**src/common/fsq_pkg.sv**
```systemverilog
// Package of the flash sequencer host: pin bundle, commands, ops, offsets.
// Assumes one 20 MHz clock and a parallel NOR flash with clockless pins.
package fsq_pkg;
	localparam int FL_AW = 24;
	localparam int FL_DW = 16;
	localparam int WB_AW = 5;
	localparam int TW    = 8;

	// Software register byte offsets
	localparam logic [WB_AW-1:0] R_CTRL = 5'h00;
	localparam logic [WB_AW-1:0] R_ADDR = 5'h04;
	localparam logic [WB_AW-1:0] R_WDAT = 5'h08;
	localparam logic [WB_AW-1:0] R_STAT = 5'h0c;
	localparam logic [WB_AW-1:0] R_RDAT = 5'h10;

	// Control fields
	localparam int CT_RP = 8;

	// Status word fields
	localparam int ST_PULS = 5;
	localparam int ST_MODE = 6;
	localparam int ST_SR   = 8;

	// Flash command codes
	localparam logic [7:0] C_PROG     = 8'h40;
	localparam logic [7:0] C_PROG_ALT = 8'h10;
	localparam logic [7:0] C_CLR      = 8'h50;
	localparam logic [7:0] C_ARR      = 8'hff;
	localparam logic [7:0] C_CONF     = 8'hb8;
	localparam logic [7:0] CONF_MASK  = 8'h03;
	localparam logic [1:0] MODE_LEVEL = 2'b00;

	// Flash status bit positions
	localparam int SB_RDY = 7;
	localparam int SB_PE  = 4;
	localparam int SB_PS  = 2;

	// Software operations
	localparam logic [3:0] OP_NONE     = 4'h0;
	localparam logic [3:0] OP_PROG     = 4'h1;
	localparam logic [3:0] OP_SUSP     = 4'h2;
	localparam logic [3:0] OP_RES      = 4'h3;
	localparam logic [3:0] OP_CLR      = 4'h4;
	localparam logic [3:0] OP_ARR      = 4'h5;
	localparam logic [3:0] OP_CONF     = 4'h6;
	localparam logic [3:0] OP_POLL     = 4'h7;
	localparam logic [3:0] OP_READ     = 4'h8;
	localparam logic [3:0] OP_PROG_ALT = 4'h9;

	// Pin timing in ns
	localparam int T_CLK_NS = 50;
	localparam int T_WP_NS  = 100;
	localparam int T_WH_NS  = 50;
	localparam int T_RD_NS  = 150;

	typedef enum logic [2:0] {
		S_IDLE = 3'b000,
		S_WCMD = 3'b001,
		S_WDAT = 3'b010,
		S_RSTS = 3'b011,
		S_EVAL = 3'b100,
		S_WCLR = 3'b101,
		S_RARR = 3'b110
	} fsq_state_e;

	typedef struct packed {
		logic [FL_AW-1:0] addr;
		logic [FL_DW-1:0] dq;
		logic             dq_oe;
		logic             ce_n;
		logic             oe_n;
		logic             we_n;
		logic             rp_n;
	} fsq_pins_s;

	localparam fsq_pins_s PINS_RST = '{addr: '0, dq: '0, dq_oe: 1'b0, ce_n: 1'b1,
		oe_n: 1'b1, we_n: 1'b1, rp_n: 1'b1};
endpackage

```
**src/verilog/fsq_host.sv**
```systemverilog
// Host sequencer for a parallel NOR flash, run from Wishbone registers.
// Assumes the flash pins are wired to o_fl and i_fl_*, and software polls.
//
// Summary of operation
// [RULE1] Program is setup code 40H or 10H, then address and data write.
// [RULE2] After the program pair, reads return status until a new command.
// [RULE3] Completion shows on the status pin and on the ready flag.
// [RULE4] Verify reports only ones that failed to become zeros.
// [RULE5] After completion check program error; clear status when set.
// [RULE6] Decoder stays in status-read state after a program.
// [RULE7] Program at low program voltage sets program and voltage errors.
// [RULE8] Program to a locked block sets lock and program errors.
// [RULE9] Suspend during a program halts it; reads keep returning status.
// [RULE10] Suspended: ready and suspended flags set, level pin high.
// [RULE11] While suspended only reads, clear and resume are valid.
// [RULE12] Resume continues, clears suspended and ready, pin goes low.
// [RULE13] Set read configuration is ignored; array reads stay page mode.
// [RULE14] Status and identifier reads are single reads, never page reads.
// [RULE15] Read configuration: bit 16 read mode, bits 15..1 written zero.
// [RULE16] Pin configuration lasts until reconfigured or reset pin low.
// [RULE17] Level mode: pin low while busy, high when ready or suspended.
// [RULE18] Configure is B8h then a code with upper six bits zero.
// [RULE19] Pulse modes pulse the pin low on completion, about 250 ns.
// [RULE20] Configure only when neither busy nor suspended; check ready.
// [RULE21] An invalid configuration code sets program and erase errors.
// [RULE22] Clear status 50H clears error flags; valid when idle or suspended.
// [RULE23] Read array FFH returns to array reads, ending status reads.
// [RULE24] Suspend or resume with nothing to act on changes nothing.
`timescale 1ns/1ps

module fsq_host import fsq_pkg::*; #(
	parameter int         P_WP_NS    = T_WP_NS,
	parameter int         P_WH_NS    = T_WH_NS,
	parameter int         P_RD_NS    = T_RD_NS,
	parameter logic [7:0] P_CMD_SUSP = 8'hb0,
	parameter logic [7:0] P_CMD_RES  = 8'hd0,
	parameter logic [7:0] P_CMD_RSTS = 8'h70
) (
	input  wire logic             i_sys_clk,
	input  wire logic             i_nrst,
	input  wire logic             i_wb_cyc,
	input  wire logic             i_wb_stb,
	input  wire logic             i_wb_we,
	input  wire logic [WB_AW-1:0] i_wb_adr,
	input  wire logic [31:0]      i_wb_dat,
	input  wire logic [3:0]       i_wb_sel,
	output logic      [31:0]      o_wb_dat,
	output logic                  o_wb_ack,
	output fsq_pins_s             o_fl,
	input  wire logic [FL_DW-1:0] i_fl_dq,
	input  wire logic             i_fl_sts
);
	localparam int WP_CYC = (P_WP_NS + T_CLK_NS - 1) / T_CLK_NS;
	localparam int WH_CYC = (P_WH_NS + T_CLK_NS - 1) / T_CLK_NS;
	localparam int RD_CYC = (P_RD_NS + T_CLK_NS - 1) / T_CLK_NS;
	localparam logic [TW-1:0] WR_TOT = TW'(WP_CYC + WH_CYC - 1);
	localparam logic [TW-1:0] WH_TOT = TW'(WH_CYC);
	// Read adds two cycles of input sync
	localparam logic [TW-1:0] RD_TOT = TW'(RD_CYC + 2);

	fsq_state_e       st;
	fsq_state_e       nst;
	logic [TW-1:0]    tmr;
	logic [TW-1:0]    next_tmr;
	logic [3:0]       cur_op;
	logic [31:0]      adr_reg;
	logic [31:0]      wdat;
	logic [FL_DW-1:0] rdat;
	logic [7:0]       sr;
	logic             prog_act;
	logic             susp;
	logic             sr_mode;
	logic             chk_ok;
	logic             refused;
	logic             rp_assert;
	logic [1:0]       sts_mode;
	logic             pulse_seen;
	logic [FL_DW-1:0] dq_m;
	logic [FL_DW-1:0] dq_s;
	logic             sts_m;
	logic             sts_s;
	logic             sts_d;

	////////////////////////////////////////////////////////////////////////
	// Decode functions

	function automatic logic is_prog(input logic [3:0] op);
		return op == OP_PROG || op == OP_PROG_ALT;
	endfunction

	function automatic logic is_wr(input fsq_state_e s);
		return s == S_WCMD || s == S_WDAT || s == S_WCLR;
	endfunction

	function automatic logic is_rd(input fsq_state_e s);
		return s == S_RSTS || s == S_RARR;
	endfunction

	function automatic logic [7:0] op_code(input logic [3:0] op);
		case (op)
			OP_PROG:     op_code = C_PROG;
			OP_PROG_ALT: op_code = C_PROG_ALT;
			OP_SUSP:     op_code = P_CMD_SUSP;
			OP_RES:      op_code = P_CMD_RES;
			OP_CLR:      op_code = C_CLR;
			OP_ARR:      op_code = C_ARR;
			default:     op_code = P_CMD_RSTS;
		endcase
	endfunction

	// Ops legal in the host's view of the flash; unknown ops are refused
	function automatic logic op_legal(input logic [3:0] op, input logic act, input logic sus);
		case (op)
			OP_PROG, OP_PROG_ALT: op_legal = !act; // RULE11
			OP_SUSP:              op_legal = act && !sus; // RULE9
			OP_RES:               op_legal = sus;
			OP_CLR:               op_legal = !act || sus; // RULE22
			OP_ARR, OP_READ:      op_legal = !act || sus; // RULE11
			OP_CONF:              op_legal = !act; // RULE20
			OP_POLL:              op_legal = 1'b1;
			default:              op_legal = 1'b0; // RULE13 RULE15
		endcase
	endfunction

	function automatic logic [31:0] wmask(input logic [31:0] o, input logic [31:0] n,
		input logic [3:0] sel);
		logic [31:0] r;
		r = o;
		for (int i = 0; i < 4; i++) begin
			if (sel[i]) begin
				r[i*8 +: 8] = n[i*8 +: 8];
			end
		end
		return r;
	endfunction

	////////////////////////////////////////////////////////////////////////
	// Bus decode and sequencer selection

	wire              wb_req   = i_wb_cyc && i_wb_stb && !o_wb_ack;
	wire              wb_wr    = wb_req && i_wb_we;
	wire              wr_ctrl  = wb_wr && i_wb_adr == R_CTRL && i_wb_sel[0];
	wire              wr_rp    = wb_wr && i_wb_adr == R_CTRL && i_wb_sel[1];
	wire [3:0]        wop      = i_wb_dat[3:0];
	wire              go       = wr_ctrl && st == S_IDLE && op_legal(wop, prog_act, susp);
	wire              tdone    = tmr == '0;
	wire              wr_end   = tdone && is_wr(st);
	wire              rdy      = sr[SB_RDY];
	wire              conf_ok  = rdy && !sr[SB_PS]; // RULE20
	wire              pls_clr  = wb_wr && i_wb_adr == R_STAT && i_wb_sel[0] && i_wb_dat[ST_PULS];
	wire              sts_rise = sts_s && !sts_d;
	wire              is_chk   = cur_op == OP_CONF || cur_op == OP_POLL;
	// After a program the flash already returns status, so skip read-status
	wire fsq_state_e  first_st = wop == OP_READ ? S_RARR :
		((wop == OP_POLL || wop == OP_CONF) && sr_mode) ? S_RSTS : S_WCMD; // RULE6
	wire fsq_state_e  wcmd_nxt = (is_prog(cur_op) || (cur_op == OP_CONF && chk_ok)) ? S_WDAT :
		is_chk ? S_RSTS : S_IDLE; // RULE1
	wire fsq_state_e  eval_nxt = (cur_op == OP_CONF && conf_ok) ? S_WCMD :
		(rdy && sr[SB_PE]) ? S_WCLR : S_IDLE; // RULE5
	wire [3:0]        op_now   = st == S_IDLE ? wop : cur_op;
	wire [FL_DW-1:0]  dat2     = cur_op == OP_CONF ? FL_DW'(wdat[7:0] & CONF_MASK) :
		wdat[FL_DW-1:0]; // RULE18
	wire [FL_DW-1:0]  next_dq  = nst == S_WDAT ? dat2 : nst == S_WCLR ? FL_DW'(C_CLR) :
		(st == S_EVAL || (st == S_WCMD && chk_ok)) ? FL_DW'(C_CONF) : FL_DW'(op_code(op_now)); // RULE23
	wire [TW-1:0]     ld       = is_wr(nst) ? WR_TOT : is_rd(nst) ? RD_TOT : '0;
	wire [31:0]       stat_w   = {16'h0000, sr, sts_mode, pulse_seen, sts_s, refused, susp,
		prog_act, st != S_IDLE};
	wire [31:0]       rd_word  = i_wb_adr == R_CTRL ? {23'h0, rp_assert, 4'h0, cur_op} :
		i_wb_adr == R_ADDR ? adr_reg : i_wb_adr == R_WDAT ? wdat :
		i_wb_adr == R_STAT ? stat_w : i_wb_adr == R_RDAT ? 32'(rdat) : 32'h0;

	// Timer reloads on state entry, otherwise counts down to zero and holds there
	assign next_tmr = nst != st ? ld : tdone ? tmr : tmr - 1'b1;

	// Next state
	always_comb begin
		nst = st;
		case (st)
			S_IDLE:                 if (go) nst = first_st;
			S_WCMD:                 if (tdone) nst = wcmd_nxt;
			S_WDAT, S_WCLR, S_RARR: if (tdone) nst = S_IDLE;
			S_RSTS:                 if (tdone) nst = S_EVAL; // RULE14
			S_EVAL:                 nst = eval_nxt;
			default:                nst = S_IDLE;
		endcase
	end

	////////////////////////////////////////////////////////////////////////
	// Sequencer registers

	// State, timer and op capture
	always_ff @(posedge i_sys_clk or negedge i_nrst) begin
		if (!i_nrst) begin
			st     <= S_IDLE;
			tmr    <= '0;
			cur_op <= OP_NONE;
			chk_ok <= 1'b0;
		end else begin
			st     <= nst;
			tmr    <= next_tmr;
			cur_op <= go ? wop : cur_op;
			chk_ok <= st == S_EVAL ? conf_ok : (st == S_IDLE ? 1'b0 : chk_ok);
		end
	end

	// Host view of the flash state
	always_ff @(posedge i_sys_clk or negedge i_nrst) begin
		if (!i_nrst) begin
			prog_act <= 1'b0;
			susp     <= 1'b0;
			sr_mode  <= 1'b0;
			sts_mode <= MODE_LEVEL;
		end else if (rp_assert) begin
			prog_act <= 1'b0;
			susp     <= 1'b0;
			sr_mode  <= 1'b0;
			sts_mode <= MODE_LEVEL; // RULE16
		end else begin
			if (st == S_WDAT && tdone && is_prog(cur_op))
				prog_act <= 1'b1; // RULE2
			else if (st == S_EVAL && cur_op == OP_POLL && conf_ok)
				prog_act <= 1'b0; // RULE3
			if (st == S_EVAL && cur_op == OP_POLL && prog_act && rdy && sr[SB_PS])
				susp <= 1'b1; // RULE10
			else if (wr_end && st == S_WCMD && cur_op == OP_RES)
				susp <= 1'b0; // RULE12
			if (wr_end)
				sr_mode <= !(st == S_WCMD && cur_op == OP_ARR); // RULE23
			if (st == S_WDAT && tdone && cur_op == OP_CONF)
				sts_mode <= dat2[1:0]; // RULE18
		end
	end

	// Sampled read data
	always_ff @(posedge i_sys_clk or negedge i_nrst) begin
		if (!i_nrst) begin
			sr   <= 8'h00;
			rdat <= '0;
		end else begin
			sr   <= (st == S_RSTS && tdone) ? dq_s[7:0] : sr; // RULE3
			rdat <= (st == S_RARR && tdone) ? dq_s : rdat;
		end
	end

	// Flash pins, registered from the next state
	always_ff @(posedge i_sys_clk or negedge i_nrst) begin
		if (!i_nrst) begin
			o_fl <= PINS_RST;
		end else begin
			o_fl.addr  <= go ? adr_reg[FL_AW-1:0] : o_fl.addr;
			o_fl.dq    <= next_dq;
			o_fl.dq_oe <= is_wr(nst);
			o_fl.ce_n  <= !(is_wr(nst) || is_rd(nst));
			o_fl.oe_n  <= !is_rd(nst);
			o_fl.we_n  <= !(is_wr(nst) && next_tmr >= WH_TOT); // RULE1
			o_fl.rp_n  <= !rp_assert;
		end
	end

	// Pin input synchronisers
	always_ff @(posedge i_sys_clk or negedge i_nrst) begin
		if (!i_nrst) begin
			dq_m  <= '0;
			dq_s  <= '0;
			sts_m <= 1'b1;
			sts_s <= 1'b1;
			sts_d <= 1'b1;
		end else begin
			dq_m  <= i_fl_dq;
			dq_s  <= dq_m;
			sts_m <= i_fl_sts;
			sts_s <= sts_m;
			sts_d <= sts_s;
		end
	end

	////////////////////////////////////////////////////////////////////////
	// Wishbone slave registers

	// Software registers; a completion pulse wins over its clear
	always_ff @(posedge i_sys_clk or negedge i_nrst) begin
		if (!i_nrst) begin
			adr_reg    <= 32'h0;
			wdat       <= 32'h0;
			rp_assert  <= 1'b0;
			refused    <= 1'b0;
			pulse_seen <= 1'b0;
		end else begin
			if (wb_wr && i_wb_adr == R_ADDR)
				adr_reg <= wmask(adr_reg, i_wb_dat, i_wb_sel);
			if (wb_wr && i_wb_adr == R_WDAT)
				wdat <= wmask(wdat, i_wb_dat, i_wb_sel);
			if (wr_rp)
				rp_assert <= i_wb_dat[CT_RP];
			if (wr_ctrl && wop != OP_NONE)
				refused <= !go; // RULE24
			else if (st == S_EVAL && cur_op == OP_CONF && !conf_ok)
				refused <= 1'b1; // RULE20
			if (sts_rise && sts_mode != MODE_LEVEL)
				pulse_seen <= 1'b1; // RULE19
			else if (pls_clr)
				pulse_seen <= 1'b0;
		end
	end

	// Ack one cycle after the strobe, read data registered with it
	always_ff @(posedge i_sys_clk or negedge i_nrst) begin
		if (!i_nrst) begin
			o_wb_ack <= 1'b0;
			o_wb_dat <= 32'h0;
		end else begin
			o_wb_ack <= wb_req;
			o_wb_dat <= wb_req ? rd_word : 32'h0;
		end
	end
endmodule

```
**config.mk**
```make
export PLATFORM = sky130hd
export DESIGN_NAME = fsq_host
export DESIGN_NICKNAME = d
export VERILOG_FILES = /design/src/common/fsq_pkg.sv /design/src/verilog/fsq_host.sv
export SDC_FILE = /design/constraint.sdc
export NUM_CORES = 1
export LEC_CHECK = 0
export ABC_AREA = 1
export BUFFER_PORTS_ARGS = -buffer_cell sky130_fd_sc_hd__buf_2
export CORE_MARGIN = 10
export CORE_UTILIZATION = 38
export DETAILED_ROUTE_END_ITERATION = 10
export SETUP_SLACK_MARGIN = 0.4
export SLEW_MARGIN = 20
export SYNTH_ARGS = -nofsm -noshare
export SYNTH_HDL_FRONTEND = slang
export SYNTH_SLANG_ARGS = --single-unit
```
**constraint.sdc**
```tcl
create_clock -name i_sys_clk -period 2.6 [get_ports i_sys_clk]
set_input_delay 0.13 -clock i_sys_clk [delete_from_list [all_inputs] [get_ports i_sys_clk]]
set_output_delay 0.13 -clock i_sys_clk [all_outputs]
set_load 0.1 [all_outputs]
```
==> results_dict.tcl, run 1 <==
set metrics [dict create \
    tns_ns 0 \
    drive_gt1_frac 0.244 \
    place_area_sq_um 10300 \
    setup_violations 0 \
    cts-root-to-sink-buffers 3 \
    top_register "o_fl" \
    synth.largest_area_cell "dfrtp_1" \
    area_delta_synth_final_pct 28.8 \
    irDropWorstVdd_uv 425 \
    grt-ovfl-total 0 \
    worst_slew_pin_slew_ns 0.697 \
    initialDrtViolationCount 584 \
    yosysWarnings 0 \
    rr_startpoint "st[1]$_DFF_PN0_" \
    grtUsageTotal 0.160 \
    crit_type "flip-flop to flip-flop" \
    hold_path_class "input pin to flip-flop" \
    die_h_um 175 \
    drv_cap 0 \
    synthesis.area_sq_um 9150 \
    rrSetupSlack_ns 0.46 \
    antenna_found_initial 0 \
    syn_area_per_cell_sq_um 9.39 \
    initial_core_util 0.388 \
    cp-end-kind "flip-flop" \
    cts_tree "done" \
    hp-start "i_wb_dat[3]" \
    antenna_left 0 \
    min_path_cells 3 \
    path_clk_slew_ns 0.06 \
    final_cell_area_sq_um 11800 \
    drc 0 \
    switching_share 0.247 \
    synth.most_common_cell "nand2_1" \
    fp.dieArea_sq_um 30700 \
    cts_max_level 1 \
    arrival_ns 2.53 \
    dr.pass1.iters 5 \
    antenna_cells 0 \
    period_needed_ns 2.14 \
    yosys-top-cells-area "dfrtp_1 (60%), nand2_1 (9.8%), o21ai_0 (6.9%)" \
    whs_ns 0.0201 \
    gp_congestion 0.939 \
    syn_nets 1039 \
    fmax_mhz 467 \
    worstPathRequired_ns 2.99 \
    viasPerCell 4.82 \
    p_switching_mw 2.03 \
    wire_per_inst_um 16.5 \
    async_flop_share 1.00 \
    clock_skew_ns 0.0127 \
    hpwl_um 18000 \
    p_leak_nw 5.77 \
    largest_reg_flops 45 \
    port_buffers 140 \
    ys_ff_latch 225 \
    cts_root_buf "clkbuf_16" \
    synthCells 975 \
    slew_headroom 0.534 \
    ys_top_cells_by_count "nand2_1 (239), dfrtp_1 (218), o21ai_0 (127)" \
    rsz0062_at_grt "no" \
    rr_worst_depth 10 \
    drt_wl_total_um 25000 \
    r2r_end "o_fl[11]$_DFF_PN0_" \
    pwr-share-clk 0.439 \
    via_count 7323 \
    min_to "adr_reg[3]$_DFFE_PN0P_" \
    ys_seq_area_frac 0.616 \
    internal_power_mw 6.19 \
    status "complete, no violations" \
    insertion_delay_ns 0.52 \
    cts_made_buffers 25 \
    nets 1247 \
    synth_enable_flop_cells 0 \
    hold_viol 0 \
    cp-start-kind "flip-flop" \
    path_max_fanout 10 \
    dp.cells 1419 \
    ys_types 48 \
    grt_max_degree 78 \
    grt_pass1_wl_um 40000 \
    period_share 0.823 \
    coreArea_sq_um 23600 \
    die_x_um 175 \
    io_pins 141 \
    stdcell_count 1520 \
    synth_top_cell_area_share 0.596 \
    pwr-share-seq 0.455 \
    core.rowCount 56 \
    powerDensity_nw_per_um2 696 \
    drv_slew 0 \
    clock-sinks 225 \
    total_power_mw 8.21 \
    synth_ff_type "dfrtp_1" \
    comb_power_share 0.106 \
    grt_pass1_vias 7432 \
]
-- critical path, stage by stage (launching register included) --
cell	delay (ns)
dfrtp_2	0.46
nor2_4	0.19
nand2_2	0.16
o21ai_0	0.30
nand2_1	0.17
nor2_1	0.13
inv_1	0.08
nand3_1	0.08
o211ai_1	0.09
a21boi_0	0.23
o22ai_2	0.10
-- how the worst max path moves through the flow --
stage	slack (ns)	to	cells after the start	from
floorplan	0.47	o_fl[1]$_DFF_PN1_	15	o_wb_ack$_DFF_PN0_
CTS	0.40	o_fl[1]$_DFF_PN1_	16	tmr[0]$_DFF_PN0_
global route	0.36	o_fl[11]$_DFF_PN0_	10	st[1]$_DFF_PN0_
global placement	0.32	o_fl[8]$_DFF_PN0_	14	tmr[0]$_DFF_PN0_
finish	0.46	o_fl[11]$_DFF_PN0_	10	st[1]$_DFF_PN0_
detailed placement	0.32	o_fl[7]$_DFF_PN0_	14	tmr[1]$_DFF_PN0_
-- per-layer routing --
layer | part of all wire | wire length [um] | global-route usage
met1 | 0.43 | 10800 | 0.208
met2 | 0.49 | 12300 | 0.269
met3 | 0.061 | 1530 | 0.0297
met4 | 0.017 | 430 | 0.0413
met5 | 0 | 0 | 0
-- what timing repair did --
action                     in CTS  in global routing
buffers inserted                1                  8
pin swaps                       1                 14
hold buffers                   47                  0
hold endpoints to repair      147                  0
setup endpoints to repair       7                 16
gates cloned                    0                  0
gates resized for setup         5                 30
-- cell usage in the layout (no fill, tap or decap), types with 8 or more instances in the layout --
| cell | Yosys | layout |
|---|---|---|
| o21ai_0 | 127 | 125 |
| mux2_2 | 8 | 8 |
| clkbuf_16 | 0 | 25 |
| nand2_1 | 239 | 234 |
| nand4_1 | 9 | 9 |
| a211oi_1 | 28 | 28 |
| inv_1 | 117 | 114 |
| nor3_1 | 11 | 10 |
| inv_2 | 14 | 17 |
| dfrtp_1 | 218 | 214 |
| a21oi_1 | 25 | 25 |
| nand3_1 | 23 | 21 |
| dlygate4sd3_1 | 0 | 47 |
| buf_4 | 1 | 23 |
| buf_2 | 4 | 139 |
| nor2_1 | 57 | 53 |
| nand2_2 | 10 | 12 |
-- logic make-up (layout without fill, tap and decap cells) --
family | count (synthesis) | after routing | synth area share
and+or+nand+nor | 372 | 372 | 0.175
DFF | 225 | 225 | 0.616
AOI/OAI and AO/OA | 205 | 205 | 0.128
buffers and inverters | 162 | 388 | 0.0683
muxes | 8 | 8 | 0.00984
xor gates and xnor gates | 2 | 2 | 0.00191
adders and majority gates | 1 | 1 | 0.00137
-- layout make-up --
type | instances | area [sq um]
fillers | 2234 | 11800
flip-flops and latches | 225 | 5640
multi-input cells | 588 | 3020
repair buffers | 212 | 1390
clock buffers | 34 | 709
inverters | 131 | 492
well taps | 319 | 399
clock inverters | 11 | 139
-- stage by stage --
step,setup slack [ns],util
6_report,0.460,0.499
5_1_grt,0.358,0.499
4_1_cts,0.401,0.492
3_5_place_dp,0.321,0.436
3_3_place_gp,0.317,0.436
2_1_floorplan,0.468,-
-- power by group through the flow --
| stage | logic [mW] | clock network, mW | registers, mW |
|---|---|---|---|
| after CTS | 0.799 | 3.68 | 3.74 |
| after floorplan | 0.400 | 0 | 3.84 |
| after global placement | 0.720 | 0 | 3.79 |
| final | 0.871 | 3.60 | 3.74 |
| after detailed placement | 0.730 | 0 | 3.80 |
| after global routing | 0.985 | 3.82 | 3.76 |
Note: power is estimated with default switching activity, not from simulation.
==> run 2: changes to the inputs <==
- clock period: 2.6 -> 1.9 ns (I/O delays scaled with it)
==> run 2 against run 1 <==
- the flow now finishes with violations (negative setup slack)
- sequential share of layout area is 6.8 points lower
- count of clock-buffer cells in the layout rose by 1
- via count increased by 8.7%
- highest routed layer unchanged
==> results_dict.tcl, run 2 (synthesis gave the netlist of run 1 again) <==
set metrics [dict create \
    setup_violations 24 \
    tns_ns -0.722 \
    p_leak_nw 6.59 \
    wire_per_inst_um 17.2 \
    initialDrtViolationCount 555 \
    stdcell_count 1633 \
    crit_path_top_delay_cell "dfrtp_1" \
    crit_path_frequent_cell "nand2_4" \
    antenna_left 0 \
    cts_root_buf "clkbuf_16" \
    dp_slack_ns -0.139 \
    r2r_end "o_fl[1]$_DFF_PN1_" \
    clock-sinks 225 \
    cts_max_level 1 \
    nets 1357 \
    drv_slew 0 \
    total_power_mw 11.4 \
    fmax_mhz 501 \
    crit_type "flip-flop to flip-flop" \
    fp.dieArea_sq_um 30700 \
    initial_core_util 0.388 \
    hold_path_class "input pin to flip-flop" \
    rr_worst_depth 16 \
    path_max_fanout 5 \
    io_pins 141 \
    cts_tree "done" \
    die_x_um 175 \
    grt_pass1_vias 8138 \
    grt_pass1_wl_um 44400 \
    most-common-layout-cells "dfrtp_1 (217), nand2_1 (154), buf_2 (133)" \
    drc 0 \
    cts_made_buffers 25 \
    irDropWorstVdd_uv 511 \
    final_cell_area_sq_um 13700 \
    insertion_delay_ns 0.53 \
    cp-start-kind "flip-flop" \
    worstPathRequired_ns 2.36 \
    viasPerCell 4.87 \
    place_area_sq_um 10900 \
    status "finished, violations left" \
    hpwl_um 18700 \
    gp_congestion 0.884 \
    post-route-worst-setup-slack_ns -0.0967 \
    dp.cells 1483 \
    antenna_found_initial 2 \
    drv_cap 0 \
    whs_ns 0.0441 \
    top_register "o_fl" \
    worst_slew_pin_slew_ns 0.615 \
    coreArea_sq_um 23600 \
    period_share 1.05 \
    rsz0062_at_grt "yes" \
    layout_commonest_cell "dfrtp_1" \
    rr_startpoint "tmr[0]$_DFF_PN0_" \
    period_needed_ns 2.00 \
    slew_headroom 0.588 \
    core.rowCount 56 \
    grt-ovfl-total 0 \
    area_delta_synth_final_pct 50.1 \
    path_clk_slew_ns 0.06 \
    dr.pass1.iters 5 \
    grtUsageTotal 0.177 \
    fill_cells 2009 \
    grt_max_degree 62 \
    min_path_cells 3 \
    crit_chain "inv_2 > ha_4 > nand2_4 > inv_2 > nand2_4 > or2_1 > nand2_1 > nor2_2 > nand3_1 > nand2_2 > nand3_4 > nand2_4 > nand2_2 > nor2_1 > nand3_1 > nand2_1" \
    slowest_delay_ns 0.36 \
    port_buffers 140 \
    via_count 7957 \
    min_to "adr_reg[17]$_DFFE_PN0P_" \
    drive_gt1_frac 0.398 \
    drt_wl_total_um 28100 \
    cp-end-kind "flip-flop" \
    powerDensity_nw_per_um2 833 \
    cts-root-to-sink-buffers 3 \
    hp-start "i_wb_sel[2]" \
    hold_viol 0 \
    arrival_ns 2.46 \
    die_h_um 175 \
    clock_skew_ns 0.0114 \
    largest_reg_flops 45 \
    rrSetupSlack_ns -0.1 \
    violations "negative setup slack" \
    postLayoutCoreUtil 0.582 \
]
run 2: changes by cell type in the layout (fill, tap and decap cells not counted), sizes merged:
| cell | previous run | this run |
|---|---|---|
| buf | 165 | 255 |
| bufbuf | 0 | 2 |
| bufinv | 3 | 2 |
| clkbuf | 34 | 39 |
| clkinv | 5 | 6 |
| clkinvlp | 2 | 4 |
| diode | 0 | 2 |
| dlygate4sd3 | 47 | 52 |
| inv | 132 | 131 |
| nand2 | 252 | 260 |
run 2: critical path: cells and delay by family (launching register included):
| family | cells | cell delay, ns |
|---|---|---|
| and+or+nand+nor | 13 | 1.29 |
| DFF | 1 | 0.36 |
| adders and majority gates | 1 | 0.16 |
| buffers and inverters | 2 | 0.11 |
run 2: final cells by class:
cell class	count	area (sq um)	area share
flip-flops and latches	225	5640	0.411
multi-input cells	596	3820	0.278
repair buffers	313	2540	0.185
clock buffers	35	703	0.0512
inverters	131	503	0.0366
well taps	319	399	0.0290
clock inverters	11	114	0.00829
repair inverters	1	7.51	0.000546
diodes	2	5.00	0.000364
run 2: layer usage:
layer,up-vias,track usage,wire [um]
met5,-,0,0
met1,3866,0.229,12100
met4,0,0.0502,504
li1,3823,-,-
met3,40,0.0278,1410
met2,228,0.301,14000
run 2: timing repair:
action / CTS / global route
hold endpoints to repair: 306 / 0
hold buffers: 52 / 0
endpoints found under the setup margin: 167 / 169
resized for setup: 162 / 119
cloned: 13 / 3
pin swaps: 30 / 25
buffers inserted: 25 / 9
run 2: power breakdown:
part | total [mW] | internal, mW | switching (mW)
logic | 1.57 | 0.661 | 0.911
registers | 5.11 | 4.99 | 0.115
clock network | 4.77 | 2.85 | 1.91
total | 11.4 | 8.51 | 2.94
run 2: how the worst max path moves through the flow:
stage / startpoint / endpoint / slack, ns / cells past startpoint
after floorplan: o_wb_ack$_DFF_PN0_ / o_fl[1]$_DFF_PN1_ / -0.10 / 15
after detailed placement: tmr[1]$_DFF_PN0_ / o_fl[6]$_DFF_PN0_ / -0.14 / 15
after CTS: tmr[0]$_DFF_PN0_ / o_fl[16]$_DFF_PN0_ / -0.04 / 15
after global routing: tmr[0]$_DFF_PN0_ / o_fl[1]$_DFF_PN1_ / -0.21 / 16
after global placement: i_wb_adr[1] / o_fl[1]$_DFF_PN1_ / -0.06 / 16
final: tmr[0]$_DFF_PN0_ / o_fl[1]$_DFF_PN1_ / -0.1 / 16
==> run 3: changes to the inputs <==
- CORE_ASPECT_RATIO: not set -> 1.75
==> run 3 against run 2 <==
- the flow still finishes with violations (negative setup slack)
- utilization decreased by 1.1 points
- clock skew increased by 0.0021 ns
- sequential share of layout area increased by 0.42 points
- sequential power about the same
- count of clock-buffer cells in the layout down 3
- maximum frequency shrank 3.6%
- first-iteration DRC count is 30% lower
- clock power decreased by 9.2%
- final area shrank 0.95%
- critical path depth fell by 1
- via count is essentially flat
- combinational power rose by 3%
- largest power group unchanged
==> results_dict.tcl, run 3 (synthesis gave the netlist of run 1 again) <==
set metrics [dict create \
    viasPerCell 4.96 \
    area_delta_synth_final_pct 48.7 \
    gp_congestion 0.941 \
    hold_path_class "input pin to flip-flop" \
    r2r_end "o_fl[1]$_DFF_PN1_" \
    die_x_um 137 \
    whs_ns 0.0165 \
    layout_commonest_cell "dfrtp_1" \
    dp.cells 1471 \
    place_area_sq_um 10900 \
    die_h_um 225 \
    drive_gt1_frac 0.392 \
    slowest_delay_ns 0.49 \
    grtUsageTotal 0.180 \
    grt_pass1_wl_um 43600 \
    crit_path_frequent_cell "nand3_4" \
    drc 0 \
    io_pins 141 \
    antenna_left 0 \
    path_clk_slew_ns 0.07 \
    initialDrtViolationCount 390 \
    coreArea_sq_um 23800 \
    cts_made_buffers 21 \
    crit_chain "inv_2 > nand3_4 > nor2_4 > nand3_4 > nor2_4 > nand3_4 > nand2_8 > nand2_4 > nand2_4 > nand3_4 > nand2_4 > nand2_2 > nor2_2 > nand3_1 > nand2_1" \
    port_buffers 140 \
    dp_slack_ns -0.129 \
    cp-start-kind "flip-flop" \
    crit_path_top_delay_cell "dfrtp_4" \
    via_count 7962 \
    status "finished, violations left" \
    final_cell_area_sq_um 13600 \
    slew_headroom 0.523 \
    top_register "o_fl" \
    grt_pass1_vias 8147 \
    worst_slew_pin_slew_ns 0.697 \
    p_leak_nw 6.52 \
    rsz0062_at_grt "yes" \
    min_path_cells 3 \
    irDropWorstVdd_uv 518 \
    hpwl_um 20200 \
    clock_skew_ns 0.0134 \
    wire_per_inst_um 18.2 \
    powerDensity_nw_per_um2 810 \
    drv_slew 0 \
    antenna_found_initial 1 \
    dr.pass1.iters 5 \
    hold_viol 0 \
    cts_tree "done" \
    hp-start "i_wb_sel[1]" \
    largest_reg_flops 45 \
    insertion_delay_ns 0.50 \
    min_to "adr_reg[9]$_DFFE_PN0P_" \
    cp-end-kind "flip-flop" \
    arrival_ns 2.51 \
    cp_top_family "simple AND/OR/NAND/NOR gates" \
    grt-ovfl-total 0 \
    crit_type "flip-flop to flip-flop" \
    post-route-worst-setup-slack_ns -0.171 \
    cts_root_buf "clkbuf_16" \
    most-common-layout-cells "dfrtp_1 (214), nand2_1 (179), buf_2 (135)" \
    fmax_mhz 483 \
    worstPathRequired_ns 2.34 \
    cts-root-to-sink-buffers 3 \
    cp_num_buf_inv 1 \
    setup_violations 34 \
    core.rowCount 75 \
    path_max_fanout 5 \
    total_power_mw 11.0 \
    rr_worst_depth 15 \
    seqCellArea_sq_um 5650 \
    rrSetupSlack_ns -0.17 \
    tns_ns -2.12 \
    postLayoutCoreUtil 0.571 \
    drv_cap 0 \
    nets 1347 \
    cts_max_level 1 \
    drt_wl_total_um 29200 \
    period_share 1.09 \
    fill_cells 2097 \
    initial_core_util 0.384 \
    violations "negative setup slack" \
    period_needed_ns 2.07 \
    fp.dieArea_sq_um 30900 \
    grt_max_degree 67 \
    rr_startpoint "o_wb_ack$_DFF_PN0_" \
    multi_input_area_sq_um 3860 \
    clock-sinks 225 \
    stdcell_count 1606 \
]
-- run 3: worst max path at each step --
stage | startpoint | endpoint | slack, ns | cells after the start
2_1_floorplan | o_wb_ack$_DFF_PN0_ | o_fl[1]$_DFF_PN1_ | -0.10 | 15
3_3_place_gp | o_wb_ack$_DFF_PN0_ | o_fl[1]$_DFF_PN1_ | -0.08 | 15
3_5_place_dp | o_wb_ack$_DFF_PN0_ | o_fl[1]$_DFF_PN1_ | -0.13 | 15
4_1_cts | o_wb_ack$_DFF_PN0_ | o_fl[1]$_DFF_PN1_ | -0.09 | 15
5_1_grt | tmr[1]$_DFF_PN0_ | o_fl[1]$_DFF_PN1_ | -0.28 | 16
6_report | o_wb_ack$_DFF_PN0_ | o_fl[1]$_DFF_PN1_ | -0.17 | 15
-- run 3: layout make-up --
class	count	area share
Tap cell	308	0.0283
Inverter	131	0.0374
Antenna cell	1	0.000184
Multi-Input combinational cell	593	0.284
Timing Repair Buffer	311	0.184
Clock buffer	32	0.0461
Sequential cell	225	0.415
Clock inverter	5	0.00579
-- run 3: power breakdown --
group | internal [mW] | switching [mW]
Clock | 2.55 | 1.78
Sequential | 4.99 | 0.104
Combinational | 0.659 | 0.950
Total | 8.20 | 2.83
-- run 3: repair_timing --
item,in CTS,in global routing
endpoints found under the setup margin,166,168
pin swaps,12,30
gates resized for setup,79,209
setup buffers,18,19
hold buffers,49,0
cloned,4,7
endpoints found under the hold margin,301,0
-- run 3: worst register-to-register path, cell delays in order (launching register included) --
cell and delay (ns):
dfrtp_4 0.49, inv_2 0.07, nand3_4 0.09, nor2_4 0.19, nand3_4 0.11, nor2_4 0.17, nand3_4 0.13, nand2_8 0.11
nand2_4 0.05, nand2_4 0.07, nand3_4 0.11, nand2_4 0.09, nand2_2 0.07, nor2_2 0.10, nand3_1 0.08, nand2_1 0.07
-- run 3: metal layers --
metal | global-route usage | routed length, um | up-vias
li1 | - | - | 3777
met1 | 0.200 | 10600 | 3871
met4 | 0.0949 | 1380 | 2
met2 | 0.319 | 15800 | 240
met3 | 0.0279 | 1360 | 72
met5 | 0 | 11 | -
